## config.mk

```make
export PLATFORM = sky130hd
export DESIGN_NAME = aps_sequencer
export DESIGN_NICKNAME = d
export VERILOG_FILES = /design/src/core/aps_mod_timer.v /design/src/core/aps_sequencer.v
export VERILOG_INCLUDE_DIRS = /design/src /design/src/core
export SDC_FILE = /design/constraint.sdc
export NUM_CORES = 1
export LEC_CHECK = 0
export ABC_AREA = 1
export BUFFER_PORTS_ARGS = -buffer_cell sky130_fd_sc_hd__buf_4
export CORE_MARGIN = 4
export CORE_UTILIZATION = 50
export CTS_CLUSTER_SIZE = 24
export DETAILED_ROUTE_END_ITERATION = 8
export PLACE_DENSITY = 0.68
export SLEW_MARGIN = 30
export SYNTH_ARGS = -nofsm -noshare
export SYNTH_HDL_FRONTEND = slang
export SYNTH_SLANG_ARGS = --single-unit
```

## constraint.sdc

```tcl
create_clock -name CLOCK -period 13.43 [get_ports CLOCK]
set_clock_uncertainty 0.1 [all_clocks]
set_input_delay 0.6715 -clock CLOCK [delete_from_list [all_inputs] [get_ports CLOCK]]
set_output_delay 0.6715 -clock CLOCK [all_outputs]
set_load 0.1 [all_outputs]
```

## src/core/aps_map.vh

```
// Constants for the power-up and drive configuration sequencer
`ifndef APS_MAP_VH
`define APS_MAP_VH

// Clock and timing
`define APS_CLK_PERIOD_NS     50
`define APS_MOD_DIV           4
`define APS_POR_WAIT_MODULATOR_PERIOD     2048
`define APS_RST_LOW_MODULATOR_PERIOD      1
`define APS_TMR_W             16

// Register offsets
`define APS_ADDR_FIRST_CFG    8'h01
`define APS_ADDR_SECOND_CFG   8'h02
`define APS_ADDR_THIRD_CFG    8'h03
`define APS_ADDR_LEAD_OFF_CTL 8'h04
`define APS_ADDR_LEAD_SENSE   8'h05
`define APS_ADDR_DRV_SENSE_P  8'h06
`define APS_ADDR_DRV_SENSE_N  8'h07
`define APS_ADDR_MISC_TWO     8'h0A

// Reset values
`define APS_RST_FIRST_CFG     8'h02
`define APS_RST_SECOND_CFG    8'h80
`define APS_RST_THIRD_CFG     8'h10
`define APS_RST_LEAD_OFF_CTL  8'h10
`define APS_RST_ZERO          8'h00

// Field positions
`define APS_THR_MSB           7
`define APS_THR_LSB           5
`define APS_AMP_PWR_BIT       2
`define APS_MEAS_BIT          4
`define APS_REF_SRC_BIT       1
`define APS_CMP_ON_BIT        6

// Comparator threshold in percent of full scale, code 0 and step
`define APS_THR_TOP_PCT       95
`define APS_THR_STEP_PCT      5

`endif

```

## src/core/aps_mod_timer.v

```verilog
// Modulator-clock prescaler and period counter
`include "aps_map.vh"
`default_nettype none

module aps_mod_timer #(
    parameter MOD_DIV = `APS_MOD_DIV,
    parameter CNT_W   = `APS_TMR_W
) (
    // Clock and reset
    input  wire             clk,
    input  wire             rst,
    // Control
    input  wire             clear,
    input  wire [CNT_W-1:0] target,
    // Status
    output reg              done_reg
);

    localparam integer DIV_LAST_I = MOD_DIV - 1;
    localparam [7:0]   DIV_LAST   = DIV_LAST_I[7:0];

    reg [7:0]       pre_reg;
    reg [CNT_W-1:0] cnt_reg;
    wire            tick = (pre_reg == DIV_LAST);

    ////////////////////////////////////////////////////////////////////
    always @(posedge clk or posedge rst) begin
        if (rst) begin
            pre_reg  <= 8'h00;
            cnt_reg  <= {CNT_W{1'b0}};
            done_reg <= 1'b0;
        end else if (clear) begin
            pre_reg  <= 8'h00;
            cnt_reg  <= {CNT_W{1'b0}};
            done_reg <= 1'b0;
        end else begin
            pre_reg <= tick ? 8'h00 : pre_reg + 8'h01;
            if (tick && !done_reg) begin
                cnt_reg <= cnt_reg + {{(CNT_W-1){1'b0}}, 1'b1};
                // Whole modulator periods only; done when target reached
                if (cnt_reg + {{(CNT_W-1){1'b0}}, 1'b1} >= target)
                    done_reg <= 1'b1;
            end
        end
    end

endmodule // aps_mod_timer

`default_nettype wire

```

## src/core/aps_sequencer.v

```verilog
// Power-up sequence watcher and drive amplifier configuration
`include "aps_map.vh"
`default_nettype none

module aps_sequencer #(
    parameter POR_WAIT_MODULATOR_PERIOD = `APS_POR_WAIT_MODULATOR_PERIOD,
    parameter MOD_DIV       = `APS_MOD_DIV
) (
    // Clock and reset
    input  wire       CLOCK,
    input  wire       RST,
    // Host pins
    input  wire       RESET_N_PIN,
    input  wire       REG_WR_STB,
    input  wire [7:0] REG_WR_ADDR,
    input  wire [7:0] REG_WR_DATA,
    // Digitised drive amplifier output
    input  wire [7:0] DRIVE_OUT_LEVEL,
    // Sequence status
    output reg        POR_DONE,
    output reg        IN_RESET,
    output reg        CONFIGURED,
    output reg        EARLY_RESET_ERR,
    output reg        SHORT_RESET_ERR,
    output reg        WRITE_REFUSED,
    // Drive control and lead-off
    output reg        DRIVE_AMP_ON,
    output reg        DRIVE_REF_INTERNAL,
    output reg        DRIVE_MEASURE,
    output reg        SINK_EN,
    output reg  [2:0] COMP_THRESH,
    output reg        DRIVE_LEAD_OFF,
    output reg  [7:0] DRIVE_SENSE_POS,
    output reg  [7:0] DRIVE_SENSE_NEG,
    output reg  [7:0] LEAD_SENSE_SEL
);

    localparam [2:0] ST_POR    = 3'h0;
    localparam [2:0] ST_ARMED  = 3'h1;
    localparam [2:0] ST_RESET  = 3'h2;
    localparam [2:0] ST_CONFIG = 3'h3;
    localparam [2:0] ST_RUN    = 3'h4;

    localparam integer POR_TGT_I = POR_WAIT_MODULATOR_PERIOD;
    localparam [15:0]  POR_TGT   = POR_TGT_I[15:0];
    localparam [15:0] RST_TGT = `APS_RST_LOW_MODULATOR_PERIOD;

    // Low comparator level, negative side, 8-bit full scale
    // Product kept at 32 bits so the full-scale scaling cannot wrap
    function [7:0] low_level;
        input [2:0] code;
        reg   [31:0] prod;
        begin
            prod = (32'h0000_0064 - `APS_THR_TOP_PCT
                   + {29'h0000_0000, code} * `APS_THR_STEP_PCT)
                   * 32'h0000_00FF / 32'h0000_0064;
            low_level = prod[7:0];
        end
    endfunction

    reg  [2:0] state_reg;
    reg  [2:0] state_next;
    reg  [7:0] first_cfg_reg;
    reg  [7:0] second_cfg_reg;
    reg  [7:0] third_cfg_reg;
    reg  [7:0] lead_off_control_reg;
    reg  [7:0] misc_two_reg;
    wire       tmr_done;
    wire       tmr_clear;
    wire       wr_ok;
    wire [7:0] thr_low;

    ////////////////////////////////////////////////////////////////////
    // Modulator period timer, restarted on every state change

    assign tmr_clear = (state_next != state_reg);

    aps_mod_timer #(
        .MOD_DIV (MOD_DIV),
        .CNT_W   (`APS_TMR_W)
    ) u_timer (
        .clk      (CLOCK),
        .rst      (RST),
        .clear    (tmr_clear),
        .target   ((state_reg == ST_RESET) ? RST_TGT : POR_TGT),
        .done_reg (tmr_done)
    );

    ////////////////////////////////////////////////////////////////////
    // Sequence states

    always @* begin
        state_next = state_reg;
        case (state_reg)
            ST_POR: begin
                if (tmr_done)
                    state_next = ST_ARMED;
            end
            ST_ARMED: begin
                if (!RESET_N_PIN)
                    state_next = ST_RESET;
            end
            ST_RESET: begin
                if (RESET_N_PIN)
                    state_next = tmr_done ? ST_CONFIG : ST_ARMED;
            end
            ST_CONFIG: begin
                if (!RESET_N_PIN)
                    state_next = ST_RESET;
                else if (REG_WR_STB &&
                         REG_WR_ADDR == `APS_ADDR_FIRST_CFG)
                    state_next = ST_RUN;
            end
            ST_RUN: begin
                if (!RESET_N_PIN)
                    state_next = ST_RESET;
            end
            default: state_next = ST_POR;
        endcase
    end

    // Writes are only taken once the wait and pulse are over
    assign wr_ok = REG_WR_STB && RESET_N_PIN &&
                   (state_reg == ST_CONFIG || state_reg == ST_RUN);

    always @(posedge CLOCK or posedge RST) begin
        if (RST) begin
            state_reg       <= ST_POR;
            POR_DONE        <= 1'b0;
            IN_RESET        <= 1'b0;
            CONFIGURED      <= 1'b0;
            EARLY_RESET_ERR <= 1'b0;
            SHORT_RESET_ERR <= 1'b0;
            WRITE_REFUSED   <= 1'b0;
        end else begin
            state_reg  <= state_next;
            POR_DONE   <= (state_next != ST_POR);
            IN_RESET   <= (state_next == ST_RESET);
            CONFIGURED <= (state_next == ST_RUN);
            if (state_reg == ST_POR && !RESET_N_PIN)
                EARLY_RESET_ERR <= 1'b1;
            if (state_reg == ST_RESET && RESET_N_PIN && !tmr_done)
                SHORT_RESET_ERR <= 1'b1;
            if (REG_WR_STB && !wr_ok)
                WRITE_REFUSED <= 1'b1;
        end
    end

    ////////////////////////////////////////////////////////////////////
    // Configuration registers, defaults restored by the reset pulse

    always @(posedge CLOCK or posedge RST) begin
        if (RST) begin
            first_cfg_reg        <= `APS_RST_FIRST_CFG;
            second_cfg_reg       <= `APS_RST_SECOND_CFG;
            third_cfg_reg        <= `APS_RST_THIRD_CFG;
            lead_off_control_reg <= `APS_RST_LEAD_OFF_CTL;
            misc_two_reg         <= `APS_RST_ZERO;
            LEAD_SENSE_SEL       <= `APS_RST_ZERO;
            DRIVE_SENSE_POS      <= `APS_RST_ZERO;
            DRIVE_SENSE_NEG      <= `APS_RST_ZERO;
        end else if (state_reg == ST_RESET) begin
            first_cfg_reg        <= `APS_RST_FIRST_CFG;
            second_cfg_reg       <= `APS_RST_SECOND_CFG;
            third_cfg_reg        <= `APS_RST_THIRD_CFG;
            lead_off_control_reg <= `APS_RST_LEAD_OFF_CTL;
            misc_two_reg         <= `APS_RST_ZERO;
            LEAD_SENSE_SEL       <= `APS_RST_ZERO;
            DRIVE_SENSE_POS      <= `APS_RST_ZERO;
            DRIVE_SENSE_NEG      <= `APS_RST_ZERO;
        end else if (wr_ok) begin
            case (REG_WR_ADDR)
                `APS_ADDR_FIRST_CFG:    first_cfg_reg <= REG_WR_DATA;
                `APS_ADDR_SECOND_CFG:   second_cfg_reg <= REG_WR_DATA;
                `APS_ADDR_THIRD_CFG:    third_cfg_reg <= REG_WR_DATA;
                `APS_ADDR_LEAD_OFF_CTL:
                    lead_off_control_reg <= REG_WR_DATA;
                `APS_ADDR_LEAD_SENSE:   LEAD_SENSE_SEL <= REG_WR_DATA;
                `APS_ADDR_DRV_SENSE_P:  DRIVE_SENSE_POS <= REG_WR_DATA;
                `APS_ADDR_DRV_SENSE_N:  DRIVE_SENSE_NEG <= REG_WR_DATA;
                `APS_ADDR_MISC_TWO:     misc_two_reg <= REG_WR_DATA;
                default: ;
            endcase
        end
    end

    ////////////////////////////////////////////////////////////////////
    // Drive amplifier, reference and electrode check

    assign thr_low = low_level(
        lead_off_control_reg[`APS_THR_MSB:`APS_THR_LSB]);

    always @(posedge CLOCK or posedge RST) begin
        if (RST) begin
            DRIVE_AMP_ON       <= 1'b0;
            DRIVE_REF_INTERNAL <= 1'b0;
            DRIVE_MEASURE      <= 1'b0;
            SINK_EN            <= 1'b0;
            COMP_THRESH        <= 3'h0;
            DRIVE_LEAD_OFF     <= 1'b0;
        end else begin
            DRIVE_AMP_ON  <= third_cfg_reg[`APS_AMP_PWR_BIT];
            DRIVE_MEASURE <= third_cfg_reg[`APS_MEAS_BIT];
            DRIVE_REF_INTERNAL <=
                misc_two_reg[`APS_REF_SRC_BIT];
            // Sink only excites while the amplifier is off
            SINK_EN <= !third_cfg_reg[`APS_AMP_PWR_BIT]
                       && (state_reg != ST_RESET);
            COMP_THRESH <=
                lead_off_control_reg[`APS_THR_MSB:`APS_THR_LSB];
            // Comparator on amplifier output, same low threshold
            DRIVE_LEAD_OFF <= second_cfg_reg[`APS_CMP_ON_BIT] &&
                              (DRIVE_OUT_LEVEL < thr_low);
        end
    end

endmodule // aps_sequencer

`default_nettype wire
```

# Word level (Yosys, flattened, before mapping)
# Index checks and enable logic that the tools add are counted.
# classes
addsub,3
multipliers,2
n_div,1
n_lt_le_gt_ge,2
eq_ne,17
shifts,0
mux,36
bitwise_logic,0
n_reduce_logical,36
# op_table
operator,n
$mux W8,14
$div A32 B7 Y32 const B,1
$eq A8 B3 Y1 const B,4
$mux W16,2
$eq A8 B2 Y1 const B,3
$mux W7,3
$reduce_bool A2 Y1,10
$add A16 B1 Y16 const B,1
$ge A16 B12 Y1,1
$reduce_and A2 Y1,8
$mul A7 B8 Y15 const B,1
$mux W3,5
$mux W5,3
$mux W12,1
$pmux W3 S4,1
$logic_and A1 B1 Y1,10
$eq A3 B2 Y1 const B,3
$add A8 B1 Y8 const B,1
$eq A8 B1 Y1 const B,1
$eq A8 B4 Y1 const B,1
$lt A8 B8 Y1,1
$mux W2,4
$add A3 B6 Y7 const A,1
$eq A3 B3 Y1 const B,2
10 further kinds,15
# word_totals
reg_bits,88
latchBits,0
ram_bits,0
romBits,0
in_bits,28
output_inout_bits,38
wordCells,120
memories,0

# Logic depth before layout (Yosys ltp)
# depth
ltp_word,8
ltp_mapped,97
ltp_nobuf,94

# Cells and area by module
# From an unflattened synthesis, not the netlist that was laid out.
# hier_totals
hier_cells,1617
hier_area_um2,9708.1
# modules_own_cells
module,n_inst,cells_each,area_each_um2
aps_sequencer,1,1357,7840.0
aps_mod_timer,1,260,1868.0

# Worst setup path after synthesis
# Ideal clock, no wire load.
# synth_path
kind,reg-to-reg
startpoint,register lead_off_control_reg[5]
endpoint,register DRIVE_LEAD_OFF
setup_ns,0.123
t_arrival_ns,11.158
required_ns,13.207
path_slack_ns,2.049
path_stages_with_launch,84
n_path_buf,6
synth_period_minus_slack_ns,11.381
path_cell_list,dfrtp_1 -> clkbuf_1 -> inv_1 -> ha_1 -> inv_1 -> ha_1 -> xnor2_1 -> fa_1 -> inv_1 -> ha_1 -> inv_1 -> fa_1 -> inv_1 -> fa_1 -> ha_1 -> nand2_1 -> nand2_1 -> a21oi_1 -> [48 not listed] -> nand2_1 -> nor2_1 -> nand2_1 -> nor2_4 -> nand2_2 -> buf_6 -> nand3_1 -> nand2_1 -> nor2_1 -> nand2_1 -> nor2_1 -> nand2_1 -> nand2_1 -> nand2_1 -> nand2_1 -> nand2_1 -> nand2_1 -> a21oi_1
# synth_between
elab_chain_cells,6
# synth_rtl
item,line,source
from (decl),aps_sequencer.v:66,reg [7:0] lead_off_control_reg;
from (signal assigned),aps_sequencer.v:157,lead_off_control_reg <= `APS_RST_LEAD_OFF_CTL;
from (signal assigned),aps_sequencer.v:166,lead_off_control_reg <= `APS_RST_LEAD_OFF_CTL;
$mul A3 B3 Y6 (no source line),-,
$add A3 B6 Y7 (no source line),-,
$mul A7 B8 Y15,aps_sequencer.v:54,prod = (32'h0000_0064 - `APS_THR_TOP_PCT
$div A32 B7 Y32,aps_sequencer.v:54,
$lt A8 B8 Y1,aps_sequencer.v:213,(DRIVE_OUT_LEVEL < thr_low);
$logic_and A1 B1 Y1,aps_sequencer.v:212,DRIVE_LEAD_OFF <= second_cfg_reg[`APS_CMP_ON_BIT] &&
to (signal assigned),aps_sequencer.v:212,
to (decl),aps_sequencer.v:32,"output reg DRIVE_LEAD_OFF,"
# No other way between the ends.
# A chain may end at the register's enable or synchronous reset.

# Final worst setup path
# Ends and elaborated chain as after synthesis.

==> metrics <==
R2R Setup Slk=0.96 ns; DR WL/cell=14.2 microns; clock latency on the worst-skew pair=0.33 ns; Die W=143 microns; CTS Buf Count=9; First DRT Iteration DRCs=520; fraction of registers with async set/reset=1.00; residual DRC count=0; Final Setup Violations=0; status=complete, no violations; first-pass GRT wire length=40900 microns; Root Driver=clkbuf_16; # rows=49; placed insts=1722; Via-to-Cell Ratio=5.30; PortBufs=65; synth unique cells=50; Synth area leaders=dfrtp_1 (20%), nand2_1 (18%), inv_1 (7.8%); ratio of cells with drive above 1 in the final layout=0.170; IO Count=66; Yosys reg bits=73; WP data arrival=12.55 ns; max FFs per register=16; crit path capture type=flip-flop; Core Util, Final=0.579; number of nets still failing antenna checks after routing=0; area delta synth->final=13.6%; final wirelength=24900 microns; final worst-path cycle share=0.928; Sequential Area=1830 sq um; all-layer global routing usage=0.242; Die Height=143 microns; Worst Tran Pin Value=0.879 ns; Sink Count=73; Crit path largest cell delay=0.53 ns; Finished Layout Cells=1754; WP data required=13.51 ns; sequential cell area fraction in the yosys report=0.200; critical path class=reg -> reg; pin count of the biggest net entering global routing=74; leading cell type in the layout, fill and taps excluded=nand2_1; initial antenna violation count=0; share of the synthesized area in the top cell type=0.197; DP Wirelength=19900 microns; fin nets=1613; Syn. warnings=0; CP max FO=25; commonest register cell after synthesis=dfrtp_1; final max-slew violation count=0; leading area contributor after synthesis=dfrtp_1; post-layout minimum cycle time=12.47 ns; initial core utilization=0.509; Slowest-stage cell, CP=fa_1; Final Hold Vio Count=0; Placement Cell Area=9790 sq um; RePlAce Congestion=0.954; clk buf depth=2; syn_area_per_cell=6.34 sq um; # H-tree levels=3; Pre-Repair DR Iteration Count=5; total grt overflow=0; core area=18000 sq um; vias in the first global route=8693; crit-path most repeated cell=nand2_1; Rel. slew slack=0.412; HP Class=reg -> reg; synthesized area=9150 sq um; EDFF count, synth=0; Antenna Cells=0; fillcell total=1828; Setup TNS=0 ns; Max Freq=80.2 MHz; area of the multi-input gates=6570 sq um; commonest cells after routing, fill and taps aside=nand2_1 (427), inv_1 (187), nor2_1 (138); CTS tree=built; crit start category=flip-flop; die area=20500 sq um; CTS clk-pin slew, worst paths=0.06 ns; vias after detailed routing=9288; final instance area=10400 sq um; syn nets=1537; MaxCap Viol Count=0; Syn Inst Count=1444
==> critical path: cells and delay by family (launching register included) <==
| family | cells | cell delay [ns] |
|---|---|---|
| AND/OR/NAND/NOR | 60 | 6.92 |
| adder cells (fa/ha/maj) | 8 | 2.75 |
| buffers and inverters | 12 | 1.13 |
| AO/OA/AOI/OAI | 6 | 0.84 |
| flip-flops | 1 | 0.35 |
| XOR/XNOR | 1 | 0.18 |
==> worst paths after layout <==
kind                                              start                  to  depth (start not counted)
worst max-delay path            lead_off_control_reg[5]      DRIVE_LEAD_OFF                         87
worst min-delay path                    misc_two_reg[1]  DRIVE_REF_INTERNAL                          0
worst max register to register  lead_off_control_reg[5]      DRIVE_LEAD_OFF                         87
worst min register to register          misc_two_reg[1]  DRIVE_REF_INTERNAL                          0
max in group asynchronous                           RST    u_timer.done_reg                          3
min in group asynchronous                           RST        DRIVE_AMP_ON                          3
==> layer usage <==
metal | wire [microns] | global-route usage | up-vias | share of wire
met5 | 0 | 0 | - | 0
met4 | 602 | 0.0654 | 0 | 0.024
met3 | 1410 | 0.0432 | 44 | 0.056
met2 | 11600 | 0.408 | 231 | 0.47
met1 | 11300 | 0.320 | 4202 | 0.45
li1 | - | - | 4811 | -
==> per-stage QoR <==
step	setup slack [ns]	hold slack [ns]
2_1_floorplan	2.05	0.254
3_3_place_gp	0.153	0.272
3_5_place_dp	-0.0936	0.265
4_1_cts	0.0240	0.279
5_1_grt	-0.0503	0.294
6_report	0.963	0.273
==> synthesized netlist by cell type, types with 16 or more instances <==
library cell,instances
inv_2,17
nand4_1,33
nand3_1,139
ha_1,56
nor3_1,16
inv_1,189
nand2_2,42
nand3_2,16
dfrtp_1,72
nand2_1,433
nor2_1,147
o21ai_0,72
a21oi_1,25
xor2_1,39
==> area by class of cell <==
type / count / share of cell area
inverter: 209 / 0.0755
clock inverter: 6 / 0.00421
sequential: 73 / 0.176
multi-input combinational: 1142 / 0.632
tap: 229 / 0.0276
timing repair buffer: 85 / 0.0630
clock buffer: 10 / 0.0220
==> repair_timing <==
item	in CTS	in global routing
cloned	0	2
hold buffers	0	0
gates resized for setup	1	39
buffers inserted	0	14
setup endpoints to repair	1	1
pin swaps	0	5
==> cell families (layout without fill, tap and decap cells) <==
family,after synthesis,in the layout,synth area share
DFF,73,73,0.200
buffers and inverters,231,310,0.105
and+or+nand+nor,896,898,0.471
AOI/OAI and AO/OA,132,132,0.0820
xor gates and xnor gates,47,47,0.0450
adders and majority gates,65,65,0.0963
Power is left out: the tool's default activity adds up to more than one toggle a clock period on the data nets, which glitch-free logic cannot reach.
